===== config.mk =====
export PLATFORM = sky130hd
export DESIGN_NAME = bss_sequencer
export DESIGN_NICKNAME = d
export VERILOG_FILES = /design/src/include/bss_pkg.sv /design/src/hw/bss_unit_timer.sv /design/src/hw/bss_sequencer.sv
export VERILOG_INCLUDE_DIRS = /design/src /design/src/include
export SDC_FILE = /design/constraint.sdc
export NUM_CORES = 1
export LEC_CHECK = 0
export BUFFER_PORTS_ARGS = -buffer_cell sky130_fd_sc_hd__buf_2
export CORE_UTILIZATION = 55
export CTS_CLUSTER_SIZE = 10
export DETAILED_ROUTE_END_ITERATION = 10
export PLACE_DENSITY = 0.8
export SLEW_MARGIN = 5
export SYNTH_ARGS = -nofsm -noshare
export SYNTH_HDL_FRONTEND = slang
export SYNTH_SLANG_ARGS = --single-unit

===== constraint.sdc =====
create_clock -name core_clk -period 10 [get_ports core_clk]
set_input_delay 1 -clock core_clk [delete_from_list [all_inputs] [get_ports core_clk]]
set_output_delay 1 -clock core_clk [all_outputs]
set_load 0.005 [all_outputs]

===== src/include/bss_defs.svh =====
// Constants of the brake and stop sequencer.
`ifndef BSS_DEFS_SVH
`define BSS_DEFS_SVH

`define BSS_ADDR_CONTROL 8'h00
`define BSS_ADDR_DELAY 8'h04
`define BSS_ADDR_ROT_LEVEL 8'h08
`define BSS_ADDR_LIN_LEVEL 8'h0C
`define BSS_ADDR_WAIT 8'h10
`define BSS_ADDR_MAX_SPEED 8'h14
`define BSS_ADDR_STATUS 8'h18

`define BSS_CTL_LINEAR 0
`define BSS_CTL_ZS_EN 1
`define BSS_CTL_DECEL 2
`define BSS_CTL_METHOD_LO 4
`define BSS_CTL_METHOD_HI 5

`define BSS_RST_LINEAR 1'b0
`define BSS_RST_ZS_EN 1'b1
`define BSS_RST_DECEL 1'b0
`define BSS_RST_METHOD 2'h0
`define BSS_RST_DELAY 7'h00
`define BSS_RST_ROT_LEVEL 14'h0064
`define BSS_RST_LIN_LEVEL 14'h000A
`define BSS_RST_WAIT 7'h32
`define BSS_RST_MAX_SPEED 14'h2710
`define BSS_RST_SYNC 4'h1

`define BSS_DELAY_MIN 14'h0000
`define BSS_DELAY_MAX 14'h0032
`define BSS_WAIT_MIN 14'h000A
`define BSS_WAIT_MAX 14'h0064
`define BSS_LEVEL_MIN 14'h0000
`define BSS_LEVEL_MAX 14'h2710
`define BSS_METHOD_MAX 2'h2

`define BSS_TICK_MS 10
`define BSS_CLK_KHZ 25000

`endif


===== src/include/bss_pkg.sv =====
// Types shared by the brake and stop sequencer files.
package bss_pkg;

    typedef logic [13:0] bss_speed_t;
    typedef logic [6:0] bss_units_t;

    typedef enum logic [2:0] {
        S_RUN,
        S_ZSTOP,
        S_DELAY,
        S_RSTOP,
        S_STOPPED
    } bss_state_t;

    typedef struct packed {
        logic powerOn;
        logic dynBrake;
        logic coast;
        logic zeroClamp;
        logic decel;
    } bss_drive_t;

    typedef struct packed {
        logic psel;
        logic penable;
        logic pwrite;
        logic [7:0] paddr;
        logic [31:0] pwdata;
    } bss_apb_req_t;

    typedef struct packed {
        logic [31:0] prdata;
        logic pready;
        logic pslverr;
    } bss_apb_rsp_t;

endpackage : bss_pkg


===== src/hw/bss_unit_timer.sv =====
// Down-counter of 10 ms units clocked by a tick divider that restarts on load.
`timescale 1ns/1ps
`default_nettype none
`include "bss_defs.svh"

module bss_unit_timer #(
    parameter int TICK_CYCLES = `BSS_TICK_MS * `BSS_CLK_KHZ,
    parameter int UNIT_W = 7
) (
    // Clock and reset.
    input wire logic core_clk,
    input wire logic rst_n,
    // Load request and count.
    input wire logic load,
    input wire logic [UNIT_W-1:0] loadUnits,
    // Expiry level.
    output logic done
);
    import bss_pkg::*;

    localparam int PRE_W = $clog2(TICK_CYCLES);
    localparam logic [PRE_W-1:0] PRE_TOP = PRE_W'(TICK_CYCLES - 1);

    logic [PRE_W-1:0] preCount;
    logic [UNIT_W-1:0] units;

    wire tick = (preCount == '0);

    assign done = (units == '0);

    // The divider restarts on load so the first unit is a full 10 ms.
    always_ff @(posedge core_clk or negedge rst_n) begin
        if (!rst_n) begin
            preCount <= PRE_TOP;
            units <= '0;
        end else if (load) begin
            preCount <= PRE_TOP;
            units <= loadUnits;
        end else begin
            preCount <= tick ? PRE_TOP : preCount - 1'b1;
            if (tick && !done) begin
                units <= units - 1'b1;
            end
        end
    end

endmodule : bss_unit_timer
`default_nettype wire


===== src/hw/bss_sequencer.sv =====
// Brake and stop sequencer with its APB register file.
//
// The APB slave port and the register offsets are this design's own decisions.
`timescale 1ns/1ps
`default_nettype none
`include "bss_defs.svh"

module bss_sequencer #(
    parameter int TICK_CYCLES = `BSS_TICK_MS * `BSS_CLK_KHZ,
    parameter int SYNC_W = 4
) (
    // Clock and reset.
    input wire logic core_clk,
    input wire logic rst_n,
    // Register bus.
    input wire bss_pkg::bss_apb_req_t apbReq,
    output bss_pkg::bss_apb_rsp_t apbRsp,
    // Command and alarm pins.
    input wire logic servo_off_cmd,
    input wire logic alarmIn,
    input wire logic alarmZeroSpeedOk,
    input wire logic overtravelIn,
    // Speed magnitude from the speed loop.
    input wire bss_pkg::bss_speed_t motorSpeed,
    // Brake and power stage.
    output logic brake_release_out,
    output bss_pkg::bss_drive_t drive
);
    import bss_pkg::*;

    function automatic bss_speed_t clampRange(
        input logic [31:0] v,
        input bss_speed_t lo,
        input bss_speed_t hi
    );
        if (v < {18'h00000, lo}) begin
            return lo;
        end else if (v > {18'h00000, hi}) begin
            return hi;
        end
        return v[13:0];
    endfunction : clampRange

    function automatic bss_drive_t driveOf(
        input bss_state_t s,
        input logic [1:0] method,
        input logic decelSel
    );
        bss_drive_t d;
        d = '0;
        case (s)
            S_RUN: begin
                d.powerOn = 1'b1;
            end
            S_ZSTOP: begin
                d.powerOn = 1'b1;
                d.zeroClamp = !decelSel;
                d.decel = decelSel;
            end
            S_DELAY: begin
                d.powerOn = 1'b1;
                d.zeroClamp = 1'b1;
            end
            S_RSTOP: begin
                d.dynBrake = (method != 2'h2);
                d.coast = (method == 2'h2);
            end
            default: begin
                d.dynBrake = (method == 2'h0);
                d.coast = (method != 2'h0);
            end
        endcase
        return d;
    endfunction : driveOf

    // Pin synchroniser: servo off, alarm, zero-speed class, overtravel.
    logic [SYNC_W-1:0] syncA;
    logic [SYNC_W-1:0] syncB;
    wire [SYNC_W-1:0] pinRaw = {overtravelIn, alarmZeroSpeedOk, alarmIn, servo_off_cmd};

    always_ff @(posedge core_clk or negedge rst_n) begin
        if (!rst_n) begin
            syncA <= SYNC_W'(`BSS_RST_SYNC);
            syncB <= SYNC_W'(`BSS_RST_SYNC);
        end else begin
            syncA <= pinRaw;
            syncB <= syncA;
        end
    end

    wire offS = syncB[0];
    wire alarmS = syncB[1];
    wire zsOkS = syncB[2];
    wire otS = syncB[3];

    // Register file.
    logic ctlLinear;
    logic ctlZsEn;
    logic ctlDecel;
    logic [1:0] pendMethod;
    logic [1:0] activeMethod;
    bss_units_t delayUnits;
    bss_units_t waitUnits;
    bss_speed_t rotLevel;
    bss_speed_t linLevel;
    bss_speed_t maxSpeed;
    logic [31:0] readData;
    bss_state_t state;
    bss_state_t next_state;

    wire [7:0] regAddr = apbReq.paddr;
    wire setupPh = apbReq.psel & ~apbReq.penable;
    wire accessPh = apbReq.psel & apbReq.penable;
    wire hitCtl = (regAddr == `BSS_ADDR_CONTROL);
    wire hitDly = (regAddr == `BSS_ADDR_DELAY);
    wire hitRot = (regAddr == `BSS_ADDR_ROT_LEVEL);
    wire hitLin = (regAddr == `BSS_ADDR_LIN_LEVEL);
    wire hitWait = (regAddr == `BSS_ADDR_WAIT);
    wire hitMax = (regAddr == `BSS_ADDR_MAX_SPEED);
    wire hitStat = (regAddr == `BSS_ADDR_STATUS);
    wire mapped = hitCtl | hitDly | hitRot | hitLin | hitWait | hitMax | hitStat;
    wire wrEn = accessPh & apbReq.pwrite & mapped;
    wire [31:0] wd = apbReq.pwdata;

    wire bss_speed_t wrDelay = clampRange(wd, `BSS_DELAY_MIN, `BSS_DELAY_MAX);
    wire bss_speed_t wrWait = clampRange(wd, `BSS_WAIT_MIN, `BSS_WAIT_MAX);
    wire bss_speed_t wrLevel = clampRange(wd, `BSS_LEVEL_MIN, `BSS_LEVEL_MAX);
    wire [1:0] wdMethod = wd[`BSS_CTL_METHOD_HI:`BSS_CTL_METHOD_LO];
    wire [1:0] wrMethod = (wdMethod > `BSS_METHOD_MAX) ? `BSS_METHOD_MAX : wdMethod;

    wire [31:0] ctlWord = {26'h0000000, pendMethod, 1'b0, ctlDecel, ctlZsEn, ctlLinear};
    wire [31:0] statWord = {22'h000000, offS, alarmS, otS, activeMethod,
                            drive.powerOn, brake_release_out, state};
    wire [31:0] next_readData = hitCtl ? ctlWord :
                                hitDly ? {25'h0000000, delayUnits} :
                                hitRot ? {18'h00000, rotLevel} :
                                hitLin ? {18'h00000, linLevel} :
                                hitWait ? {25'h0000000, waitUnits} :
                                hitMax ? {18'h00000, maxSpeed} :
                                hitStat ? statWord : 32'h00000000;

    assign apbRsp.prdata = readData;
    assign apbRsp.pready = 1'b1;
    assign apbRsp.pslverr = accessPh & ~mapped;

    always_ff @(posedge core_clk or negedge rst_n) begin
        if (!rst_n) begin
            readData <= 32'h00000000;
        end else if (setupPh) begin
            readData <= next_readData;
        end
    end

    always_ff @(posedge core_clk or negedge rst_n) begin
        if (!rst_n) begin
            ctlLinear <= `BSS_RST_LINEAR;
            ctlZsEn <= `BSS_RST_ZS_EN;
            ctlDecel <= `BSS_RST_DECEL;
            pendMethod <= `BSS_RST_METHOD;
            delayUnits <= `BSS_RST_DELAY;
            rotLevel <= `BSS_RST_ROT_LEVEL;
            linLevel <= `BSS_RST_LIN_LEVEL;
            waitUnits <= `BSS_RST_WAIT;
            maxSpeed <= `BSS_RST_MAX_SPEED;
        end else if (wrEn) begin
            if (hitCtl) begin
                ctlLinear <= wd[`BSS_CTL_LINEAR];
                ctlZsEn <= wd[`BSS_CTL_ZS_EN];
                ctlDecel <= wd[`BSS_CTL_DECEL];
                pendMethod <= wrMethod;
            end else if (hitDly) begin
                delayUnits <= wrDelay[6:0];
            end else if (hitRot) begin
                rotLevel <= wrLevel;
            end else if (hitLin) begin
                linLevel <= wrLevel;
            end else if (hitWait) begin
                waitUnits <= wrWait[6:0];
            end else if (hitMax) begin
                maxSpeed <= wrLevel;
            end
        end
    end

    // The stop method in use only changes when the servo is switched back on.
    always_ff @(posedge core_clk or negedge rst_n) begin
        if (!rst_n) begin
            activeMethod <= `BSS_RST_METHOD;
        end else if (state == S_STOPPED && next_state == S_RUN) begin
            activeMethod <= pendMethod;
        end
    end

    // Speed levels and rest detection.
    wire bss_speed_t progThr = ctlLinear ? linLevel : rotLevel;
    wire bss_speed_t effThr = (progThr > maxSpeed) ? maxSpeed : progThr;
    wire belowThr = (motorSpeed < effThr);
    wire atRest = (motorSpeed == 14'h0000);
    wire zsAllowed = ctlZsEn & zsOkS;
    wire hardAlarm = alarmS & ~zsAllowed;
    logic timerDone;

    // Sequencer state machine.
    always_comb begin
        next_state = state;
        case (state)
            S_RUN: begin
                if (alarmS) begin
                    if (zsAllowed) begin
                        next_state = atRest ? S_DELAY : S_ZSTOP;
                    end else begin
                        next_state = atRest ? S_STOPPED : S_RSTOP;
                    end
                end else if (offS) begin
                    next_state = atRest ? S_DELAY : S_RSTOP;
                end
            end
            S_ZSTOP: begin
                if (atRest) begin
                    next_state = S_DELAY;
                end
            end
            S_DELAY: begin
                if (hardAlarm || timerDone) begin
                    next_state = S_STOPPED;
                end
            end
            S_RSTOP: begin
                if (belowThr || timerDone) begin
                    next_state = S_STOPPED;
                end
            end
            default: begin
                if (!offS && !alarmS) begin
                    next_state = S_RUN;
                end
            end
        endcase
    end

    always_ff @(posedge core_clk or negedge rst_n) begin
        if (!rst_n) begin
            state <= S_STOPPED;
        end else begin
            state <= next_state;
        end
    end

    // One timer serves the power-off delay and the brake wait in turn.
    wire enterDelay = (next_state == S_DELAY) && (state != S_DELAY);
    wire enterRstop = (next_state == S_RSTOP) && (state != S_RSTOP);
    wire timerLoad = enterDelay | enterRstop;
    wire bss_units_t timerUnits = enterDelay ? delayUnits : waitUnits;

    bss_unit_timer #(
        .TICK_CYCLES(TICK_CYCLES),
        .UNIT_W(7)
    ) u_timer (
        .core_clk(core_clk),
        .rst_n(rst_n),
        .load(timerLoad),
        .loadUnits(timerUnits),
        .done(timerDone)
    );

    // Brake release holds in run, zero-speed stop and running stop; overtravel is not a cause.
    wire next_brake = (next_state == S_RUN) || (next_state == S_ZSTOP) ||
                      (next_state == S_RSTOP);
    wire bss_drive_t next_drive = driveOf(next_state, activeMethod, ctlDecel);

    always_ff @(posedge core_clk or negedge rst_n) begin
        if (!rst_n) begin
            brake_release_out <= 1'b0;
            drive <= '0;
        end else begin
            brake_release_out <= next_brake;
            drive <= next_drive;
        end
    end
endmodule : bss_sequencer
`default_nettype wire


; Word-level counts from Yosys, hierarchy flattened
; Index checks and enable logic that the tools add are counted.
[word_totals]
ff_bits = 137
out_inout_bits = 40
[classes]
add_sub_neg = 2
order_cmp = 8
n_eq_ne = 17
muxes = 45
bitwise = 22
reduce_logical = 29
[op_table]
columns = cell, n
row1 = 2-to-1 mux 14 bit, 11
row2 = 2-to-1 mux 7 bit, 9
row3 = 2-to-1 mux 18 bit, 2
row4 = > comparator 32 x 14 -> 1 bit (second input constant), 1
row5 = > comparator 32 x 6 -> 1 bit (second input constant), 1
row6 = > comparator 32 x 7 -> 1 bit (second input constant), 1
row7 = less-than comparator 32 x 1 -> 1 bit (second input constant), 1
row8 = less-than comparator 32 x 4 -> 1 bit (second input constant), 1
row9 = equality test 8 x 5 -> 1 bit (second input constant), 3
row10 = 2-to-1 mux 3 bit, 8
row11 = zero test 18 bit, 1
row12 = subtractor 18 x 1 -> 18 bit (second input constant), 1
row13 = equality test 8 x 4 -> 1 bit (second input constant), 2
row14 = > comparator 14 bit, 1
row15 = zero test 14 bit, 1
row16 = less-than comparator 14 bit, 1
row17 = equality test 3 x 2 -> 1 bit (second input constant), 4
row18 = one-hot mux 3 bit (4 select lines), 1
row19 = 2-to-1 mux 10 bit, 1
row20 = 2-to-1 mux 1 bit, 9
row21 = equality test 8 x 3 -> 1 bit (second input constant), 1
row22 = zero test 8 bit, 1
row23 = inverter 1 bit, 8
row24 = bitwise AND 1 bit, 7
row25 = other kinds (25), 46

; Logic depth before layout (Yosys ltp)
; Gate-level depths: netlist of the first run.
[depth]
ltp_word = 11
mapped_depth = 19
mapped_depth_nobuf = 16

; Cells and area by module
; Synthesis of the first run repeated with hierarchy kept, for this count alone.
[unflattened]
cells_unflattened = 746
area_unflattened_um2 = 7011.7
[by_module_without_submodules]
columns = mod, instances, cells_per_inst, area_each_um2, seq_area_each_um2
row1 = bss_sequencer, 1, 599, 5646.7, 2373.5
row2 = bss_unit_timer, 1, 147, 1365.1, 638.1

; Least setup slack after synthesis of the first run
; No wires, ideal clock.
[synth_timing]
path_type = reg2reg
start = register ctlLinear
end = register drive[3] (netlist name)
setup_ns = 0.139
arrival_ns = 4.608
t_required_ns = 9.861
setup_slack_ns = 5.252
path_stages_with_launch = 20
synth_period_minus_slack_ns = 4.748
path_cell_list = dfrtp_1 > clkbuf_1 > clkbuf_1 > mux2_2 > ha_1 > a211oi_1 > o21ai_0 > a2111oi_0 > nor2_1 > clkbuf_1 > nand2_1 > o21ai_0 > ha_1 > o21a_1 > o21a_1 > o21a_1 > o311ai_0 > a22oi_1 > o21ai_0 > a211oi_1
[synth_lines]
columns = element, line_no
row1 = from (decl), bss_sequencer.sv:97  ; logic ctlLinear;
row2 = from (signal assigned), bss_sequencer.sv:156  ; ctlLinear <= `BSS_RST_LINEAR;
row3 = from (signal assigned), bss_sequencer.sv:167  ; ctlLinear <= wd[`BSS_CTL_LINEAR];
row4 = to (signal assigned), bss_sequencer.sv:277  ; drive <= next_drive;
row5 = to (decl), bss_sequencer.sv:27  ; output bss_pkg::bss_drive_t drive

==> results of run 1 <==
## layout make-up
cell class / instances / area share, %
Tap cell: 147 / 2.35
Inverter: 29 / 1.39
Clock inverter: 12 / 1.60
Multi-Input combinational cell: 563 / 44.5
Timing Repair Buffer: 86 / 5.64
Clock buffer: 20 / 5.97
Sequential cell: 119 / 38.5
## worst paths after layout
kind | from | to | slack (ps) | depth (start not counted)
hold / removal | syncA[1] | syncB[1] | 350 | 0
setup / recovery | ctlLinear | drive[2] | 4520 | 16
max in group asynchronous | rst_n | linLevel[7] | 8090 | 2
setup reg to reg | ctlLinear | drive[2] | 4520 | 16
min in group asynchronous | rst_n | u_timer.preCount[11] | 560 | 1
hold reg to reg | syncA[1] | syncB[1] | 350 | 0
## critical path, cell delays in order, from the launching register on
cell and delay (ps):
dfrtp_1 750, mux2_2 420, ha_1 310, a211oi_1 400
o21ai_0 160, a2111oi_0 510, nor2_1 260, buf_4 250
o21ai_0 270, ha_1 320, a2111oi_0 460, o21ai_0 190
a31oi_1 170, o211a_1 180, a22oi_1 130, o21ai_0 400
a22o_1 210
## logic make-up after synthesis
group	share of synthesized area [%]
AOI/OAI and AO/OA	16.9
buffers and inverters	5.33
xor gates and xnor gates	2.32
DFF	44.4
muxes	6.81
other	0.111
adders and majority gates	5.53
and+or+nand+nor	18.6
## routing by layer
layer  wire (µm)  vias to the layer above  GRT usage (%)
met5           0                        -              0
met4         563                        0           12.9
met3        1310                       48           7.28
met2        8910                      295           51.2
met1        6990                     2850           35.9
li1            -                     2752              -
## state kept, by name, summed over array words and instances, names as in the netlist, 5 cells and up
name / count
rotLevel: 14
delayUnits: 7
linLevel: 14
waitUnits: 7
maxSpeed: 14
readData: 14
drive: 5
u_timer.units: 7
u_timer.preCount: 18
## stage by stage
step / cell area (µm²) / hold WS (ps)
2_1_floorplan: 6850 / 331
3_3_place_gp: 7220 / 336
3_5_place_dp: 7220 / 336
4_1_cts: 7820 / 348
5_1_grt: 7820 / 364
6_report: 7820 / 346
## cells in the final DEF, fill, tap and decap left out, types with 10 or more instances in the layout
cell | Yosys | layout
conb_1 | 2 | 19
nand2_1 | 116 | 116
nor3_1 | 14 | 14
mux2_2 | 25 | 25
ha_1 | 30 | 30
inv_1 | 29 | 29
nand3_1 | 14 | 14
o21ai_0 | 89 | 88
nor4_1 | 10 | 10
dfstp_2 | 27 | 27
clkbuf_16 | 0 | 17
dfrtp_1 | 92 | 92
a21oi_1 | 33 | 33
nor2_1 | 56 | 56
xnor2_1 | 16 | 16
buf_2 | 1 | 82
mux2i_1 | 18 | 18
## power breakdown
part           internal, mW  total, mW  switching (mW)
sequential            0.536      0.583          0.0464
combinational        0.0988      0.242           0.143
clock                 0.384      0.608           0.224
total                  1.02       1.43           0.413
==> metrics.txt, run 1 <==
hold crit path type=reg2reg; Final Net Count=roughly 900; HPWL Detailed=approximately 13000 µm; status=finished clean; area occupied by multi-input gates=between 3000 and 4000 µm²; CP Data Arrival Time=5840 ps; Post-Syn Instances=around 740; port bufs=83; CTS resizes=0; prevailing post-synth register cell=dfrtp_1; VDD IR max=around 0.00015 V; share of the synthesized area in the top cell type=33.9%; crit share post-route=54.8%; fin util=65.1%; cell taking the most area after synthesis=dfrtp_1; Ys Warns=0; hold buffer count at cts=0; worst clock skew=7.39 ps; first-pass GRT wire length=about 29000 µm; Initial Util=a little under three fifths; io pins=between 100 and 150; CTS Buffer Depth=2; largest cells by area after synthesis=dfrtp_1 34%, dfstp_2 10%, o21ai_0 6.6%; share of flip-flops with an asynchronous set or reset=between 90% and 100%; crit start category=flip-flop; via count=just under 6000; Final setup viols=0; Area growth, synth to finish=15.2%; kind of critical path=reg2reg; post-CTS setup buffers=0; Via-to-Cell Ratio=approximately 6; Die Height=roughly 110 µm; clk_lat worst skew=about 430 ps; vias in the first global route=5890; setup TNS=0 ps; die width=113 µm; Clk pin slew, worst setup/hold paths=~60 ps; max cap viols=0; CTS Buf Count=17; Mapped Avg Cell Area=between 9 and 10 µm²; Post-synth top cells=116 x nand2_1, 92 x dfrtp_1, 89 x o21ai_0; final hold violations=0; largest net degree at the start of global routing=between 70 and 80; Critical Path RT=10360 ps; register area share after synthesis=~44%; DR WL/cell=18.2 µm; ANT cells=0; EDFF count, synth=0; GP Congestion=~0.96; row cnt=40; Cell variety after synth=between 60 and 70; Antenna Nets Post-Route=0; Cell Area, Synth=between 6000 and 7000 µm²; Setup WS pre-CTS=roughly 4700 ps; initial antenna violation count=0; DRT iter0 DRCs=about 420; First-pass DRT Iterations=5; TritonCTS clock tree=done; Total Routing Usage GR=around 30%; share of cells above drive strength 1=22.0%; Post-Layout Cell Count=976; cell area power density=about 180 nW/µm²; FILL cells=about 960; H-tree depth=4; Reg area=around 3000 µm²; CTS Sinks=about 120; Final WS setup=about 4500 ps; highest clock rate=between 0.15 and 0.2 GHz; number of synthesized register bits=between 100 and 150; total global routing overflow=0; most common cell in the netlist=nand2_1; Setup crit end kind=flip-flop; die area=between 10000 and 15000 µm²; DRC Markers=0; Critical Path Fanout Max=16; placed cells=around 940; Power Total=between 1 and 1.5 mW; leakage=3.41 nW; core area=approximately 12000 µm²; Final Critical Period=between 5000 and 6000 ps; Rel. slew slack=between 30% and 40%; RSZ-0062 raised after global routing=no; Slew Viols, Final=0; final wirelength=approximately 18000 µm; Worst-Margin Slew=around 900 ps; root buf cell=clkbuf_16
(Power assumes the default switching activity.)
==> inputs of run 2 (changes only) <==
CORE_UTILIZATION = 52   (was 55)
clock period = 4.6 ns   (was 10 ns; I/O delays follow)
==> metrics.txt, run 2 (synthesis gave the netlist of run 1 again) <==
status=finished clean; Antenna Nets Post-Route=0 (unchanged); Setup WS pre-CTS=-187 ps (-4870 ps); DRC Markers=0 (unchanged); H-tree depth=4 (unchanged); die area=13500 µm² (+5.7%); cell area power density=388 nW/µm² (+110%); die width=116 µm (+2.8%); Comb power frac=17.4% (+0.5 points); leakage=3.42 nW (+0.35%); Critical Path RT=4950 ps (-5410 ps); via count=5898 (-0.79%); final std cell area, no fill=7890 µm² (+0.99%); Reg area=3020 µm² (+0.12%); switching pwr=898 µW (+120%); Final Critical Period=4340 ps (-1150 ps); FILL cells=1057 (+10%); internal power=2.17 mW (+110%); area occupied by multi-input gates=3490 µm² (+0.40%); final wirelength=17600 µm (-1.1%); CP Data Arrival Time=4690 ps (-1150 ps); largest net degree at the start of global routing=58 (-24%); Clk pwr share=41.2% (-1.3 points); CTS Buffer Depth=2 (unchanged); VDD IR max=0.000296 V (+98%); commonest non-fill, non-tap cell in the layout=nand2_1; vias in the first global route=5559 (-5.6%); Final setup viols=0 (unchanged); kind of critical path=reg2reg; Most flops, register=u_timer.preCount; TritonCTS clock tree=done; Critical Path Fanout Max=15 (-1); HPWL Detailed=12800 µm (-3.4%); io pins=103 (unchanged); DR WL/cell=17.5 µm (-4.0%); CTS Sinks=119 (unchanged); Area growth, synth to finish=16.4%; port bufs=83 (unchanged); first-pass GRT wire length=27800 µm (-4.8%); root buf cell=clkbuf_16; Setup crit end kind=flip-flop; worst clock skew=9.50 ps (+2.11 ps); initial antenna violation count=0 (unchanged); crit share post-route=94.2% (+39 points); highest clock rate=0.231 GHz (+26%); core area=12700 µm² (+5.5%); Largest register FFs=18 (unchanged); Initial Util=53.5% (-2.9 points); Final Net Count=914 (+0.55%); dpl cell area=7270 µm² (+0.62%); Reg power frac=41.5% (+0.8 points); clk_lat worst skew=420 ps (about the same); Slew Viols, Final=0 (unchanged); max cap viols=0 (unchanged); Die Height=116 µm (+2.8%); final hold violations=0 (unchanged); most frequent cells in the layout=116 x nand2_1, 91 x dfrtp_1, 87 x o21ai_0; GP Congestion=0.919 (-3.9%); CTS Buf Count=17 (unchanged); sw frac=29.3% (+0.47 points); row cnt=41 (+2.5%); share of cells above drive strength 1=22.7% (+0.71 points); Worst-Margin Slew=868 ps (-52.2 ps); ANT cells=0 (unchanged); total global routing overflow=0 (unchanged); DRT iter0 DRCs=553 (+30%); hold crit path type=in2reg; crit start category=flip-flop; Via-to-Cell Ratio=5.86 (-3.7%); Rel. slew slack=41.8% (+3.1 points); Total Routing Usage GR=27.4% (-2.5 points); First-pass DRT Iterations=5 (unchanged); Clk pin slew, worst setup/hold paths=60 ps (about the same); Final WS setup=265 ps (-4250 ps); Worst R2R Path Depth=15 (-1); hold path cells=1 (+1)
==> run 2: power by group through the flow <==
| stage | Sequential (mW) | Combinational [mW] | Clock (mW) |
|---|---|---|---|
| after detailed placement | 1.28 | 0.522 | 0 |
| after global routing | 1.29 | 0.601 | 1.32 |
| final | 1.27 | 0.532 | 1.26 |
| after global placement | 1.28 | 0.507 | 0 |
| after floorplan | 1.25 | 0.385 | 0 |
| after CTS | 1.27 | 0.531 | 1.28 |
==> run 2: worst paths after layout <==
path	from	slack, ps	endpoint
worst max-delay path	ctlLinear	260	drive[2]
worst max register to register	ctlLinear	260	drive[2]
min in group asynchronous	rst_n	440	readData[11]
worst min register to register	syncA[2]	350	syncB[2]
max in group asynchronous	rst_n	3170	ctlLinear
worst min-delay path	servo_off_cmd	150	syncA[0]
==> run 2: per-stage QoR <==
step                      utilization, %  total power [mW]  std cells  hold slack (ps)  setup TNS (ps)
after floorplan                        -              1.63        759              164               0
after global placement              57.4              1.79        971              332               0
after detailed placement            57.4              1.81        971              335            -518
after CTS                           61.9              3.08       1004              133               0
after global routing                62.3              3.20       1006              139           -53.4
final                               62.3              3.07       1006              149               0
==> run 2: worst max-delay path: stages, from the launching register on <==
cell	delay, ps
dfrtp_4	540
mux2_2	400
ha_1	320
and4_1	230
or4bb_1	530
o31ai_1	120
nor2_2	140
o21ai_0	240
ha_1	310
a2111oi_1	390
o21ai_0	180
a31oi_1	170
o211a_1	170
a22oi_1	120
o21ai_2	230
a22o_1	170
==> run 2: layout make-up <==
| cell class | count | share of cell area (%) |
|---|---|---|
| tap | 172 | 2.73 |
| sequential | 119 | 38.2 |
| timing repair buffer | 91 | 6.25 |
| clock buffer | 21 | 5.96 |
| clock inverter | 11 | 1.24 |
| inverter | 29 | 1.38 |
| multi-input combinational | 563 | 44.2 |
==> run 2: what timing repair did <==
item	in CTS	in global routing
hold buffers	1	0
resized for setup	2	6
setup endpoints to repair	4	6
endpoints found under the hold margin	13	0
gates cloned	0	0
buffers inserted	0	2
pin swaps	0	1
==> run 2: metal layers <==
layer  track usage (%)  vias up  share of wire [%]
met2              40.4      284                 43
li1                  -     2782                  -
met1              37.4     2782                 45
met4              12.0        0                3.3
met5                 0        -                  0
met3              8.10       50                8.3
